===== src/ssu_pkg.sv =====
// shift unit constants, minor code enumeration and the normalising rotator
// How it works
// (RULE_01) major code 73 octal in bits 35..30, minor code 29..26 picks op
// (RULE_02) pair rotate right: A and A+1 form 72 bits, A+1 low re-enters A top
// (RULE_03) single logical right: A shifted right, zeros fill the top
// (RULE_04) pair logical right: 72-bit pair shifted right, zeros fill top of A
// (RULE_05) single arithmetic right: A shifted right, sign copies fill the top
// (RULE_06) pair arithmetic right: pair shifted right, sign fills top of A
// (RULE_07) single normalise: fetched operand word is loaded into the rotator
// (RULE_08) single normalise: rotate left until bit 35 differs, then write A
// (RULE_09) single normalise: number of places shifted goes to A+1
// (RULE_10) single normalise: operand all zeros or all ones gives count 35
// (RULE_11) pair normalise: two operand words load A and A+1 as 72 bits
// (RULE_12) pair normalise: rotate left until bit 71 differs, write A and A+1
// (RULE_13) pair normalise: number of places shifted goes to A+2
// (RULE_14) pair normalise: operand all zeros or all ones gives count 71
// (RULE_15) single rotate left: bits leaving the top re-enter at the bottom
// (RULE_16) minor code 11 octal decodes as pair rotate left
// (RULE_17) pair rotate left: top of A re-enters the low end of A+1
// (RULE_18) minor code 00 is single rotate right, low bits re-enter the top
// (RULE_19) count is the index-modified address or the indirect operand
// (RULE_20) software keeps counts at or below 72; larger are undefined
// (RULE_21) a zero count leaves the register or pair unchanged
// (RULE_22) normalise count is unsigned, right-justified, upper bits cleared
`timescale 1ns/1ns
package ssu_pkg;
    localparam int WORD_W = 36;
    localparam int PAIR_W = 72;
    localparam int CNT_IN_W = 18;
    localparam int CLIP_W = 7;
    localparam int REG_W = 4;
    localparam int OP_MSB = 35;
    localparam int OP_LSB = 30;
    localparam int MINOR_MSB = 29;
    localparam int MINOR_LSB = 26;
    localparam int REG_MSB = 25;
    localparam int REG_LSB = 22;
    localparam logic [5:0] MAJOR_SHIFT = 6'h3B;
    localparam logic [CLIP_W-1:0] COUNT_LIMIT = 7'h48;
    localparam logic [CLIP_W-1:0] COUNT_ZERO = 7'h00;
    localparam logic [WORD_W-1:0] WORD_ZERO = 36'h0_0000_0000;
    localparam logic [WORD_W-1:0] SINGLE_FULL = 36'h0_0000_0023;
    localparam logic [WORD_W-1:0] PAIR_FULL = 36'h0_0000_0047;

    typedef enum logic [3:0] {
        MN_SINGLE_ROTATE_RIGHT = 4'h0,
        MN_PAIR_ROTATE_RIGHT = 4'h1,
        MN_SINGLE_LOGICAL_RIGHT = 4'h2,
        MN_PAIR_LOGICAL_RIGHT = 4'h3,
        MN_SINGLE_ARITH_RIGHT = 4'h4,
        MN_PAIR_ARITH_RIGHT = 4'h5,
        MN_LOAD_NORMALISE_COUNT = 4'h6,
        MN_PAIR_LOAD_NORMALISE = 4'h7,
        MN_SINGLE_ROTATE_LEFT = 4'h8,
        MN_PAIR_ROTATE_LEFT = 4'h9
    } ssu_minor_t;

    typedef enum logic [1:0] {
        ST_IDLE = 2'b00,
        ST_NORM = 2'b01
    } ssu_state_t;
endpackage

// rotates left one place per clock until the two top bits differ
module ssu_normaliser
#(
    parameter int W = 36,
    parameter int CW = 7
)
(
    clk,
    rst,
    load,
    value,
    busy,
    done,
    result,
    places
);
    input wire logic clk;
    input wire logic rst;
    input wire logic load;
    input wire logic [W-1:0] value;
    output logic busy;
    output logic done;
    output logic [W-1:0] result;
    output logic [CW-1:0] places;

    localparam logic [CW-1:0] FULL = CW'(W - 1);
    localparam logic [CW-1:0] ONE = CW'(1);

    logic degenerate;
    assign degenerate = (value == {W{1'b0}}) || (value == {W{1'b1}});

    // busy and completion pulse
    always_ff @(posedge clk)
    begin
        if (rst)
        begin
            busy <= 1'b0;
            done <= 1'b0;
        end
        else if (load)
        begin
            busy <= !degenerate;
            done <= degenerate; // RULE_10 RULE_14
        end
        else if (busy && (result[W-1] != result[W-2]))
        begin
            busy <= 1'b0;
            done <= 1'b1; // RULE_08 RULE_12
        end
        else
        begin
            done <= 1'b0;
        end
    end

    // shift path and count of places moved
    always_ff @(posedge clk)
    begin
        if (rst)
        begin
            result <= {W{1'b0}};
            places <= {CW{1'b0}};
        end
        else if (load)
        begin
            result <= value; // RULE_07 RULE_11
            places <= degenerate ? FULL : {CW{1'b0}}; // RULE_10 RULE_14
        end
        else if (busy && (result[W-1] == result[W-2]))
        begin
            result <= {result[W-2:0], result[W-1]}; // RULE_08 RULE_12
            places <= places + ONE;
        end
    end
endmodule


===== src/ssu_shift_unit.sv =====
// shift and scale unit: counted shifts and normalise-and-count
`timescale 1ns/1ns
module ssu_shift_unit
(
    clk,
    rst,
    start,
    instr,
    shiftCount,
    regA,
    regA1,
    opWord,
    opWord1,
    busy,
    done,
    reject,
    regSel,
    writeA,
    writeA1,
    writeA2,
    dataA,
    dataA1,
    dataA2
);
    import ssu_pkg::*;

    input wire logic clk;
    input wire logic rst;
    input wire logic start;
    input wire logic [ssu_pkg::WORD_W-1:0] instr;
    input wire logic [ssu_pkg::CNT_IN_W-1:0] shiftCount;
    input wire logic [ssu_pkg::WORD_W-1:0] regA;
    input wire logic [ssu_pkg::WORD_W-1:0] regA1;
    input wire logic [ssu_pkg::WORD_W-1:0] opWord;
    input wire logic [ssu_pkg::WORD_W-1:0] opWord1;
    output logic busy;
    output logic done;
    output logic reject;
    output logic [ssu_pkg::REG_W-1:0] regSel;
    output logic writeA;
    output logic writeA1;
    output logic writeA2;
    output logic [ssu_pkg::WORD_W-1:0] dataA;
    output logic [ssu_pkg::WORD_W-1:0] dataA1;
    output logic [ssu_pkg::WORD_W-1:0] dataA2;

    ssu_state_t state_reg;
    ssu_state_t state_next;
    ssu_minor_t minor;
    ssu_minor_t minor_reg;
    logic majorHit;
    logic known;
    logic isNorm;
    logic accept;
    logic [CLIP_W-1:0] clipCount;
    logic [WORD_W-1:0] shiftA;
    logic [WORD_W-1:0] shiftA1;
    logic shiftPair;
    logic [3*WORD_W-1:0] tripleWord;
    logic [2*PAIR_W-1:0] doublePair;
    logic [PAIR_W-1:0] pairIn;
    logic snLoad;
    logic snBusy;
    logic snDone;
    logic [WORD_W-1:0] snResult;
    logic [CLIP_W-1:0] snPlaces;
    logic pnLoad;
    logic pnBusy;
    logic pnDone;
    logic [PAIR_W-1:0] pnResult;
    logic [CLIP_W-1:0] pnPlaces;

    // instruction decode
    assign majorHit = instr[OP_MSB:OP_LSB] == MAJOR_SHIFT; // RULE_01
    assign minor = ssu_minor_t'(instr[MINOR_MSB:MINOR_LSB]); // RULE_01
    assign known = instr[MINOR_MSB:MINOR_LSB] <= MN_PAIR_ROTATE_LEFT; // RULE_16
    assign isNorm = (minor == MN_LOAD_NORMALISE_COUNT)
        || (minor == MN_PAIR_LOAD_NORMALISE);
    assign accept = start && (state_reg == ST_IDLE) && majorHit && known;
    assign snLoad = accept && (minor == MN_LOAD_NORMALISE_COUNT);
    assign pnLoad = accept && (minor == MN_PAIR_LOAD_NORMALISE);

    // count clipped to the pair width; larger counts are undefined anyway
    always_comb
    begin
        if (shiftCount > CNT_IN_W'(COUNT_LIMIT)) // RULE_20
            clipCount = COUNT_LIMIT;
        else
            clipCount = shiftCount[CLIP_W-1:0]; // RULE_19
    end

    // repeated copies make every rotate a plain shift of a wider word
    assign pairIn = {regA, regA1};
    assign tripleWord = {regA, regA, regA};
    assign doublePair = {pairIn, pairIn};

    // counted shift barrel; a zero count passes the operand straight through
    always_comb
    begin
        shiftA = regA; // RULE_21
        shiftA1 = regA1;
        shiftPair = 1'b0;
        case (minor)
            MN_SINGLE_ROTATE_RIGHT:
            begin
                shiftA = WORD_W'(tripleWord >> clipCount); // RULE_18
            end
            MN_PAIR_ROTATE_RIGHT:
            begin
                {shiftA, shiftA1} = // RULE_02
                    PAIR_W'(doublePair >> clipCount);
                shiftPair = 1'b1;
            end
            MN_SINGLE_LOGICAL_RIGHT:
            begin
                shiftA = regA >> clipCount; // RULE_03
            end
            MN_PAIR_LOGICAL_RIGHT:
            begin
                {shiftA, shiftA1} = pairIn >> clipCount; // RULE_04
                shiftPair = 1'b1;
            end
            MN_SINGLE_ARITH_RIGHT:
            begin
                shiftA = WORD_W'($signed(regA) >>> clipCount); // RULE_05
            end
            MN_PAIR_ARITH_RIGHT:
            begin
                {shiftA, shiftA1} = // RULE_06
                    PAIR_W'($signed(pairIn) >>> clipCount);
                shiftPair = 1'b1;
            end
            MN_SINGLE_ROTATE_LEFT:
            begin
                shiftA = tripleWord[3*WORD_W-1-:WORD_W] == WORD_ZERO // RULE_15
                    ? WORD_ZERO
                    : WORD_W'((tripleWord << clipCount) >> (2 * WORD_W));
            end
            MN_PAIR_ROTATE_LEFT:
            begin
                {shiftA, shiftA1} = // RULE_16 RULE_17
                    PAIR_W'((doublePair << clipCount) >> PAIR_W);
                shiftPair = 1'b1;
            end
            default:
            begin
                shiftA = regA;
                shiftA1 = regA1;
                shiftPair = 1'b0;
            end
        endcase
    end

    // single-word normaliser
    ssu_normaliser #(.W(WORD_W), .CW(CLIP_W)) singleNorm
    (
        .clk(clk),
        .rst(rst),
        .load(snLoad),
        .value(opWord), // RULE_07
        .busy(snBusy),
        .done(snDone),
        .result(snResult),
        .places(snPlaces)
    );

    // pair normaliser, first word forms the high half
    ssu_normaliser #(.W(PAIR_W), .CW(CLIP_W)) pairNorm
    (
        .clk(clk),
        .rst(rst),
        .load(pnLoad),
        .value({opWord, opWord1}), // RULE_11
        .busy(pnBusy),
        .done(pnDone),
        .result(pnResult),
        .places(pnPlaces)
    );

    // sequencing: counted shifts take one cycle, normalising waits
    always_comb
    begin
        state_next = state_reg;
        case (state_reg)
            ST_IDLE:
            begin
                if (accept && isNorm)
                    state_next = ST_NORM;
            end
            ST_NORM:
            begin
                if (snDone || pnDone)
                    state_next = ST_IDLE;
            end
            default:
            begin
                state_next = ST_IDLE;
            end
        endcase
    end

    always_ff @(posedge clk)
    begin
        if (rst)
            state_reg <= ST_IDLE;
        else
            state_reg <= state_next;
    end

    // operation and register designator held for the whole instruction
    always_ff @(posedge clk)
    begin
        if (rst)
        begin
            minor_reg <= MN_SINGLE_ROTATE_RIGHT;
            regSel <= {REG_W{1'b0}};
        end
        else if (accept)
        begin
            minor_reg <= minor;
            regSel <= instr[REG_MSB:REG_LSB];
        end
    end

    // busy, done and reject flags
    always_ff @(posedge clk)
    begin
        if (rst)
        begin
            busy <= 1'b0;
            done <= 1'b0;
            reject <= 1'b0;
        end
        else
        begin
            busy <= (state_next == ST_NORM);
            done <= (accept && !isNorm) || (state_reg == ST_NORM
                && (snDone || pnDone));
            reject <= start && (state_reg == ST_IDLE) && !(majorHit && known);
        end
    end

    // result writes to A, A+1 and A+2
    always_ff @(posedge clk)
    begin
        if (rst)
        begin
            writeA <= 1'b0;
            writeA1 <= 1'b0;
            writeA2 <= 1'b0;
            dataA <= WORD_ZERO;
            dataA1 <= WORD_ZERO;
            dataA2 <= WORD_ZERO;
        end
        else if (accept && !isNorm)
        begin
            writeA <= 1'b1;
            writeA1 <= shiftPair;
            writeA2 <= 1'b0;
            dataA <= shiftA;
            dataA1 <= shiftA1;
            dataA2 <= WORD_ZERO;
        end
        else if (state_reg == ST_NORM && snDone)
        begin
            writeA <= 1'b1; // RULE_08
            writeA1 <= 1'b1; // RULE_09
            writeA2 <= 1'b0;
            dataA <= snResult;
            dataA1 <= WORD_W'(snPlaces); // RULE_09 RULE_22
            dataA2 <= WORD_ZERO;
        end
        else if (state_reg == ST_NORM && pnDone)
        begin
            writeA <= 1'b1; // RULE_12
            writeA1 <= 1'b1;
            writeA2 <= 1'b1; // RULE_13
            dataA <= pnResult[PAIR_W-1:WORD_W];
            dataA1 <= pnResult[WORD_W-1:0];
            dataA2 <= WORD_W'(pnPlaces); // RULE_13 RULE_22
        end
        else
        begin
            writeA <= 1'b0;
            writeA1 <= 1'b0;
            writeA2 <= 1'b0;
        end
    end

    logic [WORD_W-1:0] regACopy;
    assign regACopy = regA;
endmodule


===== config.mk =====
export PLATFORM = sky130hd
export DESIGN_NAME = ssu_shift_unit
export DESIGN_NICKNAME = d
export VERILOG_FILES = /design/src/ssu_pkg.sv /design/src/ssu_shift_unit.sv
export SDC_FILE = /design/constraint.sdc
export NUM_CORES = 2
export LEC_CHECK = 0
export ABC_AREA = 1
export BUFFER_PORTS_ARGS = -buffer_cell sky130_fd_sc_hd__clkbuf_2
export CORE_ASPECT_RATIO = 1.25
export CORE_MARGIN = 2
export CORE_UTILIZATION = 55
export DETAILED_ROUTE_END_ITERATION = 8
export PLACE_DENSITY = 0.87
export SETUP_SLACK_MARGIN = 0.2
export SYNTH_ARGS = -nofsm -noshare
export SYNTH_HDL_FRONTEND = slang
export SYNTH_SLANG_ARGS = --single-unit

===== constraint.sdc =====
create_clock -name clk -period 4.7 [get_ports clk]
set_clock_uncertainty 0.05 [all_clocks]
set_input_delay 0.47 -clock clk [delete_from_list [all_inputs] [get_ports clk]]
set_output_delay 0.47 -clock clk [all_outputs]
set_load 0.1 [all_outputs]

==> results.cfg, run 1 <==
[run_status]
status = stopped before the end
lastStage = 5_1_grt
stop_error = [ERROR GRT-0116] Global routing finished with congestion. Check the congestion regions in the DRC Viewer.

[clock_tree]
ctsHoldBuffers = 0
numCtsBuffers = 18
cts-root-buf = clkbuf_16
post_cts_buffers = 0
clk_path_buf_depth = 3
cts_sinks = 217
cts_resized = 0
cts_max_level = 1

[floorplan]
die_h_um = 270
start_util_pct = 55.6
io_pins = 319
die_w_um = 217
rows = 97

[logic_synthesis]
synth_cell_types = 51
netlist_area_um2 = 31100
synth_edf_count = 0
ys_ff_latch = 217
syn_avg_cell_area_um2 = 5.05
synthCells = 6158
synth-main-ff-cell = dfxtp_1
synthArstFlopShare_pct = 0
yosys_warnings = 0
ys_seq_area_share_pct = 14.0

[grt]
grt.overflow.total = 4
grt.total_usage_pct = 63.7
grt_pass1_vias = 45192
grt_max_degree = 127
grt_pass1_wl_mm = 283

[placed_design]
globalplace.congestion = 1.24
place_ws_ps = 754
hpwl_mm = 137
portBuffers = 267
metal layers:
metal / global-route usage, % / GRT overflow
met5: 2.58 / 0
met4: 60.7 / 3
met3: 33.2 / 0
met2: 88.1 / 1
met1: 68.6 / 0
cells in the mapped netlist, types with 7 or more instances:
master / instances / area (µm²)
nand3_1: 1554 / 7780
o21ai_0: 380 / 1900
nand3_2: 20 / 200
buf_6: 9 / 101
buf_4: 54 / 405
inv_1: 288 / 1080
nor2_2: 7 / 43.8
nor4_1: 22 / 138
o21ai_1: 99 / 495
clkbuf_1: 227 / 852
buf_2: 126 / 631
a31oi_1: 68 / 425
nand4_1: 111 / 694
a21oi_1: 340 / 1700
dfxtp_1: 217 / 4340
inv_2: 15 / 56.3
nand2_1: 2271 / 8520
nor2_1: 177 / 664
o211ai_1: 15 / 113
nor3_1: 16 / 80.1
buf_1: 81 / 304
stage by stage:
stage,std cells,hold WS (ps),instance area (µm²)
after global placement,6919,399,33400
after CTS,6949,144,34100
after detailed placement,6919,410,33400
after floorplan,6187,395,31200
logic make-up after synthesis:
kind of cell    share of synthesized area [%]
other cells                            0.0121
compound gates                           15.4
simple gates                             59.2
mux                                    0.0644
xor+xnor                                0.169
flops                                    14.0
buf+inv                                  11.1
fa+ha+maj                              0.0805
==> run 2, diff against run 1 <==
--- a/config.mk
+++ b/config.mk
@@ -7,12 +7,10 @@
 export LEC_CHECK = 0
 export ABC_AREA = 1
 export BUFFER_PORTS_ARGS = -buffer_cell sky130_fd_sc_hd__clkbuf_2
-export CORE_ASPECT_RATIO = 1.25
 export CORE_MARGIN = 2
-export CORE_UTILIZATION = 55
+export CORE_UTILIZATION = 40
 export DETAILED_ROUTE_END_ITERATION = 8
-export PLACE_DENSITY = 0.87
-export SETUP_SLACK_MARGIN = 0.2
+export PLACE_DENSITY_LB_ADDON = 0.15
 export SYNTH_ARGS = -nofsm -noshare
 export SYNTH_HDL_FRONTEND = slang
 export SYNTH_SLANG_ARGS = --single-unit
==> run 2 against run 1 <==
Against the previous run: the run now ends clean; synthesized cell count is the same; area after synthesis is the same.
==> results.cfg, run 2 <==
[floorplan]
coreArea_um2 = 77200
die_w_um = 283
die_area_um2 = 80000
io_pins = 319
die_h_um = 283
start_util_pct = 40.3
rows = 102

[route]
viasPerCell = 6.39
drt-pass1-iter-count = 9
drt_wl_total_mm = 207
via_count = 47379
wire_per_inst_um = 27.9
drt_iter0_drc = 8384
ant_nets = 0
drc = 0

[logic_synthesis]
ys_top_cells_by_area = nand2_1 27%, nand3_1 25%, dfxtp_1 14%, o21ai_0 6.1%, a21oi_1 5.5%
synth_compound_area_share_pct = 15.4
syn_avg_cell_area_um2 = 5.05
synth_area_leader_cell = nand2_1
synthArstFlopShare_pct = 0
synthSimpleGateAreaFrac_pct = 59.2
yosys-top-cells-count = 2,271 x nand2_1, 1,554 x nand3_1, 380 x o21ai_0
synthXorXnorAreaFrac_pct = 0.169
yosysMostFrequentCell = nand2_1
ys_seq_area_share_pct = 14.0
yosys_warnings = 0
synth_edf_count = 0
synthAdderAreaFrac_pct = 0.0805
synth-main-ff-cell = dfxtp_1
netlist_area_um2 = 31100
ys_ff_latch = 217
synth_cell_types = 51
synth_top_family_by_area = simple AND/OR/NAND/NOR gates
synth.area.mux_share_pct = 0.0644
synthCells = 6158
synth_top_area_share_pct = 27.4

[layout]
final_layout_size_suffix_gt1_share_pct = 11.8
fin_nets = 6559
mostFrequentLayoutCells = 2,269 x nand2_1, 1,554 x nand3_1, 380 x o21ai_0, 339 x a21oi_1, 325 x buf_4
multi_input_area_um2 = 23500
final_common_cell = nand2_1
area_growth_syn_to_layout_pct = 15.4
largest-register = pairNorm.result
regArea_um2 = 4340
largest_register_ffs = 72
fillCellCount = 8750

[grt]
grt.overflow.total = 0
antenna_found_initial = 5
grt.total_usage_pct = 49.9
grt_max_degree = 117
grt_pass1_wl_mm = 293
grt_pass1_vias = 41792

[hold_path]
hold_path_class = input port to flop

[run_status]
status = completed

[sta]
hold_viol_final = 0
slew_viol_final = 0
holdWs_ps = 104
min_period_ps = 3820
relSlewSlack_pct = 25.0
min_period_over_period_pct = 81.3
clock.fmax_mhz = 262
rsz0062_at_grt = no
setup_viol = 0
final.setup.tns_ps = 0
tightestPinTransition_ps = 1120

[setup_path]
worst_setup_path_end_kind = flop
path_max_fanout = 35
worstPathArrival_ps = 4200
required_ps = 5080
start_kind = input port
critPathKind = input port to flop

[clock_tree]
clock_latency_ps = 540
post_cts_buffers = 0
clk_pin_slew_worst_paths_ps = 60
cts_max_level = 1
numCtsBuffers = 23
tritoncts = done
ctsHoldBuffers = 0
cts-root-buf = clkbuf_16
cts_resized = 0
clk_path_buf_depth = 3
cts_sinks = 217

[placed_design]
globalplace.congestion = 1.15
hpwl_mm = 162
portBuffers = 267

[pwr]
power_leakage_nw = 17.0
ir_drop_mv = 0.310
powerDensity_nw_per_um2 = 151

[job]
maxCapViolations = 0
==> run 2: cell counts after synthesis <==
No cell type changed its count.
==> run 2: per-stage QoR <==
step	worst slack (ps)	total power [mW]	util (%)	instances	instance area [µm²]
finish	880	5.42	46.4	7414	35900
global route	748	5.55	46.4	7413	35900
CTS	1080	5.32	46.4	7413	35900
detailed placement	547	3.46	45.4	7371	35100
global placement	532	3.47	45.4	7371	35100
floorplan	1990	2.77	-	6187	31200
==> run 2: where the power goes <==
group | leakage, nW | switching (mW) | total, mW | internal, mW
registers | 1.75 | 0.00165 | 1.84 | 1.84
logic | 14.8 | 1.27 | 1.68 | 0.417
clock network | 0.389 | 0.801 | 1.89 | 1.09
total | 17.0 | 2.07 | 5.42 | 3.35
==> run 2: final timing paths <==
path	from	endpoint	slack [ps]	cells past startpoint
max reg2reg	state_reg[0]$_SDFF_PP0_	dataA2[0]$_SDFFE_PP0P_	1940	8
min reg2reg	dataA2[6]$_SDFFE_PP0P_	dataA2[6]$_SDFFE_PP0P_	420	2
min	instr[24]	regSel[2]$_SDFFE_PP0P_	100	3
max	shiftCount[1]	dataA1[21]$_SDFFE_PP0P_	880	21
==> run 2: final cells by class <==
| class | count | share of cell area (%) |
|---|---|---|
| repair buffers | 641 | 13.3 |
| clock inverters | 8 | 0.251 |
| diodes | 1 | 0.00698 |
| clock buffers | 34 | 1.94 |
| inverters | 306 | 3.27 |
| well taps | 1040 | 3.63 |
| flip-flops and latches | 217 | 12.1 |
| multi-input cells | 5167 | 65.5 |
==> run 2: kinds of logic after synthesis <==
kind of cell,Yosys count
buffers and inverters,803
flip-flops,217
multiplexers,2
AND/OR/NAND/NOR,4206
other,1
adder cells (fa/ha/maj),2
AO/OA/AOI/OAI,921
XOR/XNOR,6
==> run 2: worst max-delay path, cell delays in order <==
cell and delay [ps]:
clkbuf_2 180, nor2_1 70, nand2_1 100, nand2_1 70
nand2_2 80, nand2_4 110, nand2_8 150, nor2_4 60
inv_4 400, buf_4 480, nand3_1 160, nand3_1 290
nand3_1 280, nand2_1 140, nand2_1 90, nand2_1 160
o21ai_1 80, a21oi_1 130, nand3_1 310, nand2_1 220
a21oi_1 90
==> run 2: layer usage <==
layer | share of wire [%] | track usage [%] | wire (µm) | vias up
li1 | - | - | - | 21077
met1 | 38 | 65.6 | 78700 | 21686
met2 | 39 | 70.5 | 81400 | 3889
met3 | 14 | 12.6 | 28300 | 717
met4 | 8.8 | 35.4 | 18100 | 10
met5 | 0.030 | 0 | 61 | -
(Power assumes the default switching activity.)
